File: src/logic/ucp_pkg.sv
package ucp_pkg;

  localparam int MAG_W    = 16;
  localparam int LVL_W    = 13;
  localparam int DLY_W    = 19;
  localparam int RAT_W    = 16;
  localparam int DIV_W    = 32;
  localparam int HOLD_W   = 24;

  localparam int CLK_PERIOD_NS  = 8;
  localparam int EVAL_PERIOD_NS = 5000000;
  localparam int EVAL_CYCLES    = EVAL_PERIOD_NS / CLK_PERIOD_NS;

  localparam int UNB_SCALE = 300;
  localparam int PCT_FULL  = 100;
  localparam int HYST_PCT  = 97;

  localparam logic [LVL_W-1:0] ALARM_LVL_RST = 13'h0078;
  localparam logic [LVL_W-1:0] TRIP_LVL_RST  = 13'h0078;
  localparam int STEP_MS      = 5;
  localparam int DLY_DEF_MS   = 40;
  localparam logic [DLY_W-1:0] DLY_RST = DLY_W'(DLY_DEF_MS / STEP_MS);

  typedef enum logic [2:0] {
    UCP_S_IDLE  = 3'b000,
    UCP_S_LOAD  = 3'b001,
    UCP_S_UNB   = 3'b010,
    UCP_S_RAT   = 3'b011,
    UCP_S_WAITR = 3'b100,
    UCP_S_EVAL  = 3'b101
  } ucp_seq_t;

  typedef enum logic [2:0] {
    UCP_F_NORMAL   = 3'b000,
    UCP_F_BLOCKED  = 3'b001,
    UCP_F_ALARM_PU = 3'b010,
    UCP_F_ALARM    = 3'b011,
    UCP_F_TRIP_PU  = 3'b100,
    UCP_F_TRIP     = 3'b101
  } ucp_force_t;

  typedef enum logic [3:0] {
    UCP_C_NORMAL        = 4'h0,
    UCP_C_BLOCKED       = 4'h1,
    UCP_C_PU_ALARM      = 4'h2,
    UCP_C_PU_ALARM_TRIP = 4'h3,
    UCP_C_PU_TRIP       = 4'h4,
    UCP_C_ALARM_ON      = 4'h5,
    UCP_C_PICKUP_ON     = 4'h6,
    UCP_C_PU_WITH_ALARM = 4'h7,
    UCP_C_TRIP_ON       = 4'h8,
    UCP_C_ALARM_TRIP    = 4'h9,
    UCP_C_MULTI         = 4'hA
  } ucp_cond_t;

endpackage

File: src/logic/ucp_div_if.sv
`timescale 1ns/1ps
interface ucp_div_if #(parameter int W = 32);
  logic         start;
  logic [W-1:0] dividend;
  logic [W-1:0] divisor;
  logic [W-1:0] quotient;
  logic         done;
  modport master (output start, output dividend, output divisor, input quotient, input done);
  modport slave  (input start, input dividend, input divisor, output quotient, output done);
endinterface // ucp_div_if

File: src/logic/ucp_div.sv
`timescale 1ns/1ps
module ucp_div #(
  parameter int W = ucp_pkg::DIV_W
) (
  input  wire logic ref_clk,
  input  wire logic resetn,
  ucp_div_if.slave  bus
);
  import ucp_pkg::*;

  logic         busy_r;
  logic [5:0]   cnt_r;
  logic [W:0]   rem_r;
  logic [W-1:0] quo_r;
  logic [W-1:0] den_r;
  logic         done_r;
  logic [W:0]   trial;

  assign trial        = {rem_r[W-1:0], quo_r[W-1]} - {1'b0, den_r};
  assign bus.quotient = quo_r;
  assign bus.done     = done_r;

  // Restoring divide, one quotient bit per cycle
  always_ff @(posedge ref_clk or negedge resetn) begin
    if (!resetn) begin
      busy_r <= 1'b0;
      cnt_r  <= '0;
      rem_r  <= '0;
      quo_r  <= '0;
      den_r  <= '0;
      done_r <= 1'b0;
    end else begin
      done_r <= 1'b0;
      if (!busy_r && bus.start) begin
        if (bus.divisor == '0) begin
          quo_r  <= '0;
          done_r <= 1'b1;
        end else begin
          busy_r <= 1'b1;
          cnt_r  <= 6'(W);
          rem_r  <= '0;
          quo_r  <= bus.dividend;
          den_r  <= bus.divisor;
        end
      end else if (busy_r) begin
        if (!trial[W]) begin
          rem_r <= trial;
          quo_r <= {quo_r[W-2:0], 1'b1};
        end else begin
          rem_r <= {rem_r[W-1:0], quo_r[W-1]};
          quo_r <= {quo_r[W-2:0], 1'b0};
        end
        cnt_r <= cnt_r - 1'b1;
        if (cnt_r == 6'h01) begin
          busy_r <= 1'b0;
          done_r <= 1'b1;
        end
      end
    end
  end
endmodule // ucp_div

File: src/logic/ucp_stage.sv
`timescale 1ns/1ps
module ucp_stage #(
  parameter int EVAL_CYCLES = ucp_pkg::EVAL_CYCLES
) (
  input  wire logic                     ref_clk,
  input  wire logic                     resetn,
  input  wire logic [ucp_pkg::MAG_W-1:0] phase_a_fundamental_magnitude,
  input  wire logic [ucp_pkg::MAG_W-1:0] phase_b_fundamental_magnitude,
  input  wire logic [ucp_pkg::MAG_W-1:0] phase_c_fundamental_magnitude,
  input  wire logic                     block_in,
  input  wire logic                     setting_load,
  input  wire logic [ucp_pkg::LVL_W-1:0] alarm_level,
  input  wire logic [ucp_pkg::LVL_W-1:0] trip_level,
  input  wire logic [ucp_pkg::DLY_W-1:0] alarm_delay,
  input  wire logic [ucp_pkg::DLY_W-1:0] trip_delay,
  input  wire logic                     force_enable,
  input  wire ucp_pkg::ucp_force_t      force_status,
  output logic                          alarm_pickup_state,
  output logic                          alarm_out,
  output logic                          trip_pickup_state,
  output logic                          trip_out,
  output logic                          blocked_out,
  output ucp_pkg::ucp_cond_t            condition,
  output logic [ucp_pkg::RAT_W-1:0]     unbalance_ratio,
  output logic [ucp_pkg::RAT_W-1:0]     alarm_meas_ratio,
  output logic [ucp_pkg::RAT_W-1:0]     trip_meas_ratio,
  output logic [ucp_pkg::DLY_W-1:0]     alarm_remaining,
  output logic [ucp_pkg::DLY_W-1:0]     trip_remaining,
  output logic [ucp_pkg::DLY_W-1:0]     expected_alarm_time,
  output logic [ucp_pkg::DLY_W-1:0]     expected_trip_time,
  output logic                          eval_done
);
  import ucp_pkg::*;

  function automatic logic [RAT_W-1:0] sat_ratio(input logic [DIV_W-1:0] q);
    sat_ratio = (|q[DIV_W-1:RAT_W]) ? {RAT_W{1'b1}} : q[RAT_W-1:0];
  endfunction

  ucp_seq_t          seq_r;
  logic              tick;
  logic [MAG_W-1:0]  mag_r [3];
  logic              block_s_r;
  logic [MAG_W-1:0]  mx;
  logic [MAG_W-1:0]  mn;
  logic [DIV_W-1:0]  sum;
  logic [RAT_W-1:0]  unb_r;
  logic              unb_start_r;
  logic              rat_start_r;
  logic [1:0]        rdone_r;
  logic [1:0]        rdone;
  logic [DIV_W-1:0]  rquo [2];
  logic [RAT_W-1:0]  meas_r [2];
  logic [LVL_W-1:0]  lvl_r [2];
  logic [DLY_W-1:0]  dly_r [2];
  logic [1:0]        pu_r;
  logic [1:0]        out_r;
  logic [1:0]        want;
  logic [1:0]        pu_nxt;
  logic [DLY_W-1:0]  cnt_r [2];
  logic [DLY_W-1:0]  rem_r [2];
  logic              blocked_r;
  logic              eval;
  logic              f_ap;
  logic              f_ao;
  logic              f_tp;
  logic              f_to;
  logic              f_bl;
  ucp_cond_t         cond_nxt;

  assign eval = (seq_r == UCP_S_EVAL);

  ucp_tick #(.CYCLES(EVAL_CYCLES)) u_tick (
    .ref_clk (ref_clk),
    .resetn  (resetn),
    .tick    (tick)
  );

  // Setting group values, held until the next load
  always_ff @(posedge ref_clk or negedge resetn) begin
    if (!resetn) begin
      lvl_r[0] <= ALARM_LVL_RST;
      lvl_r[1] <= TRIP_LVL_RST;
      dly_r[0] <= DLY_RST;
      dly_r[1] <= DLY_RST;
    end else if (setting_load) begin
      lvl_r[0] <= alarm_level;
      lvl_r[1] <= trip_level;
      dly_r[0] <= alarm_delay;
      dly_r[1] <= trip_delay;
    end
  end

  // Input capture at the start of each evaluation
  always_ff @(posedge ref_clk or negedge resetn) begin
    if (!resetn) begin
      mag_r[0]  <= '0;
      mag_r[1]  <= '0;
      mag_r[2]  <= '0;
      block_s_r <= 1'b0;
    end else if (tick && seq_r == UCP_S_IDLE) begin
      mag_r[0]  <= phase_a_fundamental_magnitude;
      mag_r[1]  <= phase_b_fundamental_magnitude;
      mag_r[2]  <= phase_c_fundamental_magnitude;
      block_s_r <= block_in;
    end
  end

  // Extremes and sum of the three phases
  always_comb begin
    mx = mag_r[0];
    mn = mag_r[0];
    for (int i = 1; i < 3; i++) begin
      if (mag_r[i] > mx) mx = mag_r[i];
      if (mag_r[i] < mn) mn = mag_r[i];
    end
    sum = DIV_W'(mag_r[0]) + DIV_W'(mag_r[1]) + DIV_W'(mag_r[2]);
  end

  ucp_div_if #(.W(DIV_W)) unb_if ();

  assign unb_if.start    = unb_start_r;
  assign unb_if.dividend = DIV_W'(UNB_SCALE) * DIV_W'(mx - mn);
  assign unb_if.divisor  = sum;

  ucp_div #(.W(DIV_W)) u_unb_div (
    .ref_clk (ref_clk),
    .resetn  (resetn),
    .bus     (unb_if.slave)
  );

  // Evaluation sequencer
  always_ff @(posedge ref_clk or negedge resetn) begin
    if (!resetn) begin
      seq_r       <= UCP_S_IDLE;
      unb_start_r <= 1'b0;
      rat_start_r <= 1'b0;
      unb_r       <= '0;
      eval_done   <= 1'b0;
    end else begin
      unb_start_r <= 1'b0;
      rat_start_r <= 1'b0;
      eval_done   <= 1'b0;
      case (seq_r)
        UCP_S_IDLE: begin
          if (tick) seq_r <= UCP_S_LOAD;
        end
        UCP_S_LOAD: begin
          unb_start_r <= 1'b1;
          seq_r       <= UCP_S_UNB;
        end
        UCP_S_UNB: begin
          if (unb_if.done) begin
            unb_r <= sat_ratio(unb_if.quotient);
            seq_r <= UCP_S_RAT;
          end
        end
        UCP_S_RAT: begin
          rat_start_r <= 1'b1;
          seq_r       <= UCP_S_WAITR;
        end
        UCP_S_WAITR: begin
          if (&rdone) seq_r <= UCP_S_EVAL;
        end
        UCP_S_EVAL: begin
          eval_done <= 1'b1;
          seq_r     <= UCP_S_IDLE;
        end
        default: seq_r <= UCP_S_IDLE;
      endcase
    end
  end

  // Per-channel ratio, pick-up and definite delay; 0 alarm, 1 trip
  for (genvar g = 0; g < 2; g++) begin : g_chan
    ucp_div_if #(.W(DIV_W)) rat_if ();

    assign rat_if.start    = rat_start_r;
    assign rat_if.dividend = DIV_W'(unb_r) * DIV_W'(PCT_FULL);
    assign rat_if.divisor  = DIV_W'(lvl_r[g]);
    assign rquo[g]         = rat_if.quotient;
    assign rdone[g]        = rdone_r[g] | rat_if.done;

    ucp_div #(.W(DIV_W)) u_rat_div (
      .ref_clk (ref_clk),
      .resetn  (resetn),
      .bus     (rat_if.slave)
    );

    always_ff @(posedge ref_clk or negedge resetn) begin
      if (!resetn) begin
        rdone_r[g] <= 1'b0;
        meas_r[g]  <= '0;
      end else if (seq_r == UCP_S_RAT) begin
        rdone_r[g] <= 1'b0;
      end else if (rat_if.done) begin
        rdone_r[g] <= 1'b1;
        meas_r[g]  <= sat_ratio(rquo[g]);
      end
    end

    assign want[g] = pu_r[g]
      ? (HOLD_W'(unb_r) * HOLD_W'(PCT_FULL) >= HOLD_W'(HYST_PCT) * HOLD_W'(lvl_r[g]))
      : (unb_r >= RAT_W'(lvl_r[g]));
    assign pu_nxt[g] = want[g] & ~block_s_r;

    always_ff @(posedge ref_clk or negedge resetn) begin
      if (!resetn) begin
        pu_r[g]  <= 1'b0;
        out_r[g] <= 1'b0;
        cnt_r[g] <= '0;
        rem_r[g] <= '0;
      end else if (eval) begin
        pu_r[g] <= pu_nxt[g];
        if (!pu_nxt[g]) begin
          cnt_r[g] <= '0;
          out_r[g] <= 1'b0;
          rem_r[g] <= '0;
        end else if (cnt_r[g] < dly_r[g]) begin
          cnt_r[g] <= cnt_r[g] + 1'b1;
          out_r[g] <= (cnt_r[g] + 1'b1 >= dly_r[g]);
          rem_r[g] <= dly_r[g] - cnt_r[g] - 1'b1;
        end else begin
          out_r[g] <= 1'b1;
          rem_r[g] <= '0;
        end
      end
    end
  end

  always_ff @(posedge ref_clk or negedge resetn) begin
    if (!resetn) begin
      blocked_r <= 1'b0;
    end else if (eval) begin
      blocked_r <= block_s_r & (|want);
    end
  end

  // Status after the static force override
  always_comb begin
    f_ap = pu_r[0];
    f_ao = out_r[0];
    f_tp = pu_r[1];
    f_to = out_r[1];
    f_bl = blocked_r;
    if (force_enable) begin
      f_bl = (force_status == UCP_F_BLOCKED);
      f_ap = (force_status == UCP_F_ALARM_PU) || (force_status == UCP_F_ALARM);
      f_ao = (force_status == UCP_F_ALARM);
      f_tp = (force_status == UCP_F_TRIP_PU) || (force_status == UCP_F_TRIP);
      f_to = (force_status == UCP_F_TRIP);
    end
  end

  always_comb begin
    cond_nxt = UCP_C_NORMAL;
    if (f_bl && (f_ap || f_tp || f_ao || f_to)) cond_nxt = UCP_C_MULTI;
    else if (f_bl) cond_nxt = UCP_C_BLOCKED;
    else if (f_ao && f_to && f_ap && f_tp) cond_nxt = UCP_C_MULTI;
    else if (f_ao && f_to) cond_nxt = UCP_C_ALARM_TRIP;
    else if (f_to) cond_nxt = UCP_C_TRIP_ON;
    else if (f_ao && f_tp) cond_nxt = UCP_C_PU_WITH_ALARM;
    else if (f_ao) cond_nxt = UCP_C_ALARM_ON;
    else if (f_ap && f_tp) cond_nxt = UCP_C_PU_ALARM_TRIP;
    else if (f_ap) cond_nxt = UCP_C_PU_ALARM;
    else if (f_tp && force_enable) cond_nxt = UCP_C_PICKUP_ON;
    else if (f_tp) cond_nxt = UCP_C_PU_TRIP;
  end

  // Registered outputs
  always_ff @(posedge ref_clk or negedge resetn) begin
    if (!resetn) begin
      alarm_pickup_state  <= 1'b0;
      alarm_out           <= 1'b0;
      trip_pickup_state   <= 1'b0;
      trip_out            <= 1'b0;
      blocked_out         <= 1'b0;
      condition           <= UCP_C_NORMAL;
      unbalance_ratio     <= '0;
      alarm_meas_ratio    <= '0;
      trip_meas_ratio     <= '0;
      alarm_remaining     <= '0;
      trip_remaining      <= '0;
      expected_alarm_time <= '0;
      expected_trip_time  <= '0;
    end else begin
      alarm_pickup_state  <= f_ap;
      alarm_out           <= f_ao;
      trip_pickup_state   <= f_tp;
      trip_out            <= f_to;
      blocked_out         <= f_bl;
      condition           <= cond_nxt;
      unbalance_ratio     <= unb_r;
      alarm_meas_ratio    <= meas_r[0];
      trip_meas_ratio     <= meas_r[1];
      alarm_remaining     <= rem_r[0];
      trip_remaining      <= rem_r[1];
      expected_alarm_time <= dly_r[0];
      expected_trip_time  <= dly_r[1];
    end
  end
endmodule // ucp_stage

File: src/logic/ucp_tick.sv
`timescale 1ns/1ps
module ucp_tick #(
  parameter int CYCLES = ucp_pkg::EVAL_CYCLES
) (
  input  wire logic ref_clk,
  input  wire logic resetn,
  output logic      tick
);
  import ucp_pkg::*;

  localparam int CW = $clog2(CYCLES);
  localparam logic [CW-1:0] LAST = CW'(CYCLES - 1);

  logic [CW-1:0] cnt_r;

  // Evaluation period counter
  always_ff @(posedge ref_clk or negedge resetn) begin
    if (!resetn) begin
      cnt_r <= '0;
      tick  <= 1'b0;
    end else begin
      tick  <= (cnt_r == LAST);
      cnt_r <= (cnt_r == LAST) ? '0 : cnt_r + 1'b1;
    end
  end
endmodule // ucp_tick

File: config.mk
export PLATFORM = sky130hd
export DESIGN_NAME = ucp_stage
export DESIGN_NICKNAME = d
export VERILOG_FILES = /design/src/logic/ucp_pkg.sv /design/src/logic/ucp_div_if.sv /design/src/logic/ucp_div.sv /design/src/logic/ucp_stage.sv /design/src/logic/ucp_tick.sv
export SDC_FILE = /design/constraint.sdc
export NUM_CORES = 2
export LEC_CHECK = 0
export BUFFER_PORTS_ARGS = -buffer_cell sky130_fd_sc_hd__buf_2
export CORE_UTILIZATION = 40
export DETAILED_ROUTE_END_ITERATION = 7
export HOLD_SLACK_MARGIN = 0.05
export PLACE_DENSITY = 0.61
export SLEW_MARGIN = 30
export SYNTH_ARGS = -nofsm -noshare
export SYNTH_HDL_FRONTEND = slang
export SYNTH_SLANG_ARGS = --single-unit
File: constraint.sdc
create_clock -name ref_clk -period 11.9 [get_ports ref_clk]
set_input_delay 0.595 -clock ref_clk [delete_from_list [all_inputs] [get_ports ref_clk]]
set_output_delay 0.595 -clock ref_clk [all_outputs]
set_load 0.05 [all_outputs]
==> metrics.cfg <==
[timing]
period_share=0.9191
fin_crit_ns=10.94
max_slew_margin=0.3979
timing.hold.ws_ns=0.1514
maxSlewViolCount=0
rsz0062_at_grt=no
max_slew.worst_pin.slew_ns=0.8967
clock.fmax_mhz=91.43
skew_ns=0.03116
fin_tns_setup_ns=0
setup_viol=0
hold_violations=0

[yosys]
synth_edf_count=0
yosysSeqAreaShare=0.3839
syn-num-nets=5230
yosysWarnings=0
syn_area_um2=43320
synthDistinctLibCells=81
synth-seq-cells=664
synth-async-reset-ratio=1.000
syn_inst=4495
avgSynthCellArea_um2=9.636
synth_flop_cell=dfrtp_1

[detailed_routing]
routed_wirelength_um=110500
drt_iter0_drc=1856
wire_per_inst_um=17.88
drc=0
antenna_left=0
vias_per_cell=5.289
vias=32690
drt_pass1_iterations=5

[placement]
postPlaceCellArea_um2=46100
gp_congestion=0.8793
portBuffers=253
hpwl_um=81320

[grt]
grt_pass1_vias=32790
antenna_found_initial=14
grt_pass1_wl_um=177800
grt_max_degree=167
globalRoute.totalOverflow=0
grt.total_usage=0.2033

[floorplanning]
core_area_um2=107200
die_x_um=331.1
io_pins=254
rows=120
start_util=0.4040
die_h_um=331.1
die_area_um2=109600

[clock_tree]
cts_tree=yes
clock-sinks=664
cts_buffers=77
clk_latency_ns=0.65
clk_path_buf_depth=3
path_clk_slew_ns=0.06
cts_root_buf=clkbuf_16
post_cts_buffers=0
ctsHtreeMaxLevel=3

[power_and_ir_drop]
p_sw_frac=0.2605
p_leak_nw=24.54
combPwrFrac=0.124
peakVddDrop_mv=0.1083
p_int_w=0.004112
pwr-share-clk=0.459
p_per_area_nw_per_um2=113.7
p_sw_w=0.001448
seq_power_share=0.417

[setup_path]
critPathKind=reg2reg
crit_fanout=10
critPathLaunchType=register
required_ns=12.42
slowest_delay_ns=0.66
end_kind=register
path_common_cell=ha_1
crit_slowest_cell=a21boi_2
arrival_ns=11.46

[job]
max_cap_viol_count=0

[cells_and_area]
seqCellArea_um2=16630
multi_input_area_um2=24490
area_growth_pct=12.94
final_area_um2=48920
layout.nets=5447
drive_gt1_frac=0.1096
n_fill_cell=10330

[outcome]
status=completed

[worst_hold_path]
worst_hold_path_type=in2reg

==> state kept, by name, indices dropped and copies added, names as in the netlist, 20 cells and up <==
name / cells
rem_r: 38
g_chan.u_rat_div.den_r: 26
mag_r: 48
g_chan.u_rat_div.rem_r: 64
g_chan.u_rat_div.bus.quotient: 64
u_unb_div.bus.quotient: 32
u_unb_div.rem_r: 32
u_tick.cnt_r: 20
cnt_r: 38
dly_r: 38
meas_r: 32
g_chan.rat_if.divisor: 26
==> cells in the mapped netlist (23+ instances only) <==
master,number,area share
a21o_1,97,0.017
a21oi_1,194,0.022
a22o_1,76,0.015
a31oi_1,32,0.0046
and3_1,23,0.0033
clkbuf_1,130,0.011
dfrtp_1,654,0.38
fa_1,73,0.034
ha_1,542,0.16
inv_1,437,0.038
mux2_2,44,0.011
mux2i_1,92,0.021
nand2_1,445,0.039
nand2b_1,47,0.0068
nand3_1,90,0.010
nand4_1,46,0.0066
nor2_1,184,0.016
nor2b_1,83,0.012
nor3_1,79,0.0091
nor4_1,31,0.0045
o21a_1,43,0.0075
o21ai_0,382,0.044
o22a_1,49,0.0099
or3_1,25,0.0036
xnor2_1,140,0.028
xor2_1,107,0.022
==> worst max-delay path, delay by kind of cell, from the launching register on <==
family | cells | cell delay (ns)
flip-flops | 1 | 0.46
XOR/XNOR | 1 | 0.26
multiplexers | 2 | 0.58
buffers and inverters | 3 | 0.14
adder cells (fa/ha/maj) | 9 | 3.28
AO/OA/AOI/OAI | 23 | 5.49
AND/OR/NAND/NOR | 6 | 0.57
==> power groups by stage <==
| stage | clock network [W] | logic (W) | registers [W] |
|---|---|---|---|
| global placement | 0 | 0.000679 | 0.00236 |
| global route | 0.00271 | 0.000792 | 0.00232 |
| CTS | 0.00263 | 0.000697 | 0.00232 |
| detailed placement | 0 | 0.000691 | 0.00236 |
| finish | 0.00255 | 0.000688 | 0.00232 |
| floorplan | 0 | 0.000432 | 0.00240 |
==> cell families (layout without fill, tap and decap cells) <==
logic type | Yosys count | in the layout | share of synthesized area
flip-flops | 664 | 664 | 0.3839
buffers and inverters | 592 | 871 | 0.05197
other | 0 | 3 | 0
AO/OA/AOI/OAI | 1092 | 1092 | 0.1625
XOR/XNOR | 248 | 248 | 0.05032
AND/OR/NAND/NOR | 1141 | 1141 | 0.1265
adder cells (fa/ha/maj) | 615 | 615 | 0.1903
multiplexers | 143 | 143 | 0.03452
==> placed cells by master, fill, tap and decap left out, types with 32 or more instances in the layout <==
cell	synthesis	layout
fa_1	73	73
o22a_1	49	49
buf_2	11	251
clkbuf_16	0	79
o21a_1	43	43
xnor2_1	140	139
nor3_1	79	79
dfrtp_1	654	651
mux2i_1	92	92
o21ai_0	382	382
nand2b_1	47	47
nand3_1	90	90
inv_1	437	436
a31oi_1	32	32
ha_1	542	542
nand4_1	46	46
nor2_1	184	183
a21o_1	97	97
xor2_1	107	106
a22o_1	76	76
nor2b_1	83	83
a21oi_1	194	193
mux2_2	44	44
nand2_1	445	444
==> stage by stage <==
stage | setup slack [ns] | util | cells | power [W]
global placement | 1.286 | 0.4297 | 6030 | 0.003039
detailed placement | 1.140 | 0.4301 | 6033 | 0.003051
floorplan | 1.680 | - | 4495 | 0.002830
global route | 0.1333 | 0.4563 | 6179 | 0.005822
CTS | 1.068 | 0.4556 | 6175 | 0.005642
finish | 0.9621 | 0.4563 | 6180 | 0.005560
==> per-layer routing <==
| layer | track usage | vias up | part of all wire |
|---|---|---|---|
| met3 | 0.03870 | 169 | 0.045 |
| met5 | 0 | - | 0.00069 |
| li1 | - | 16150 | - |
| met1 | 0.2774 | 15820 | 0.47 |
| met4 | 0.05884 | 12 | 0.026 |
| met2 | 0.3272 | 542 | 0.46 |
==> final timing paths <==
path                       cells after the start                           end  slack [ns]             from
min in group asynchronous                      2                    meas_r[19]        0.45           resetn
setup reg to reg                              44    u_unb_div.bus.quotient[28]        0.96        mag_r[19]
max in group asynchronous                      6  g_chan[1].u_rat_div.rem_r[7]        8.99           resetn
setup / recovery                              44    u_unb_div.bus.quotient[28]        0.96        mag_r[19]
hold / removal                                 3                     dly_r[37]        0.15  alarm_delay[18]
hold reg to reg                                0             trip_remaining[5]        0.36         rem_r[5]
==> area by class of cell <==
type	instances	share of cell area
well taps	1403	0.03588
repair buffers	293	0.03386
diodes	3	0.0001535
inverters	437	0.03353
clock buffers	103	0.04450
multi-input cells	3239	0.5007
flip-flops and latches	664	0.3400
clock inverters	38	0.01136
==> timing repair <==
action / in CTS / in global routing
endpoints found under the hold margin: 40 / 0
resized for setup: 0 / 0
hold buffers: 1 / 0
Power figures use the tool's default switching activity.
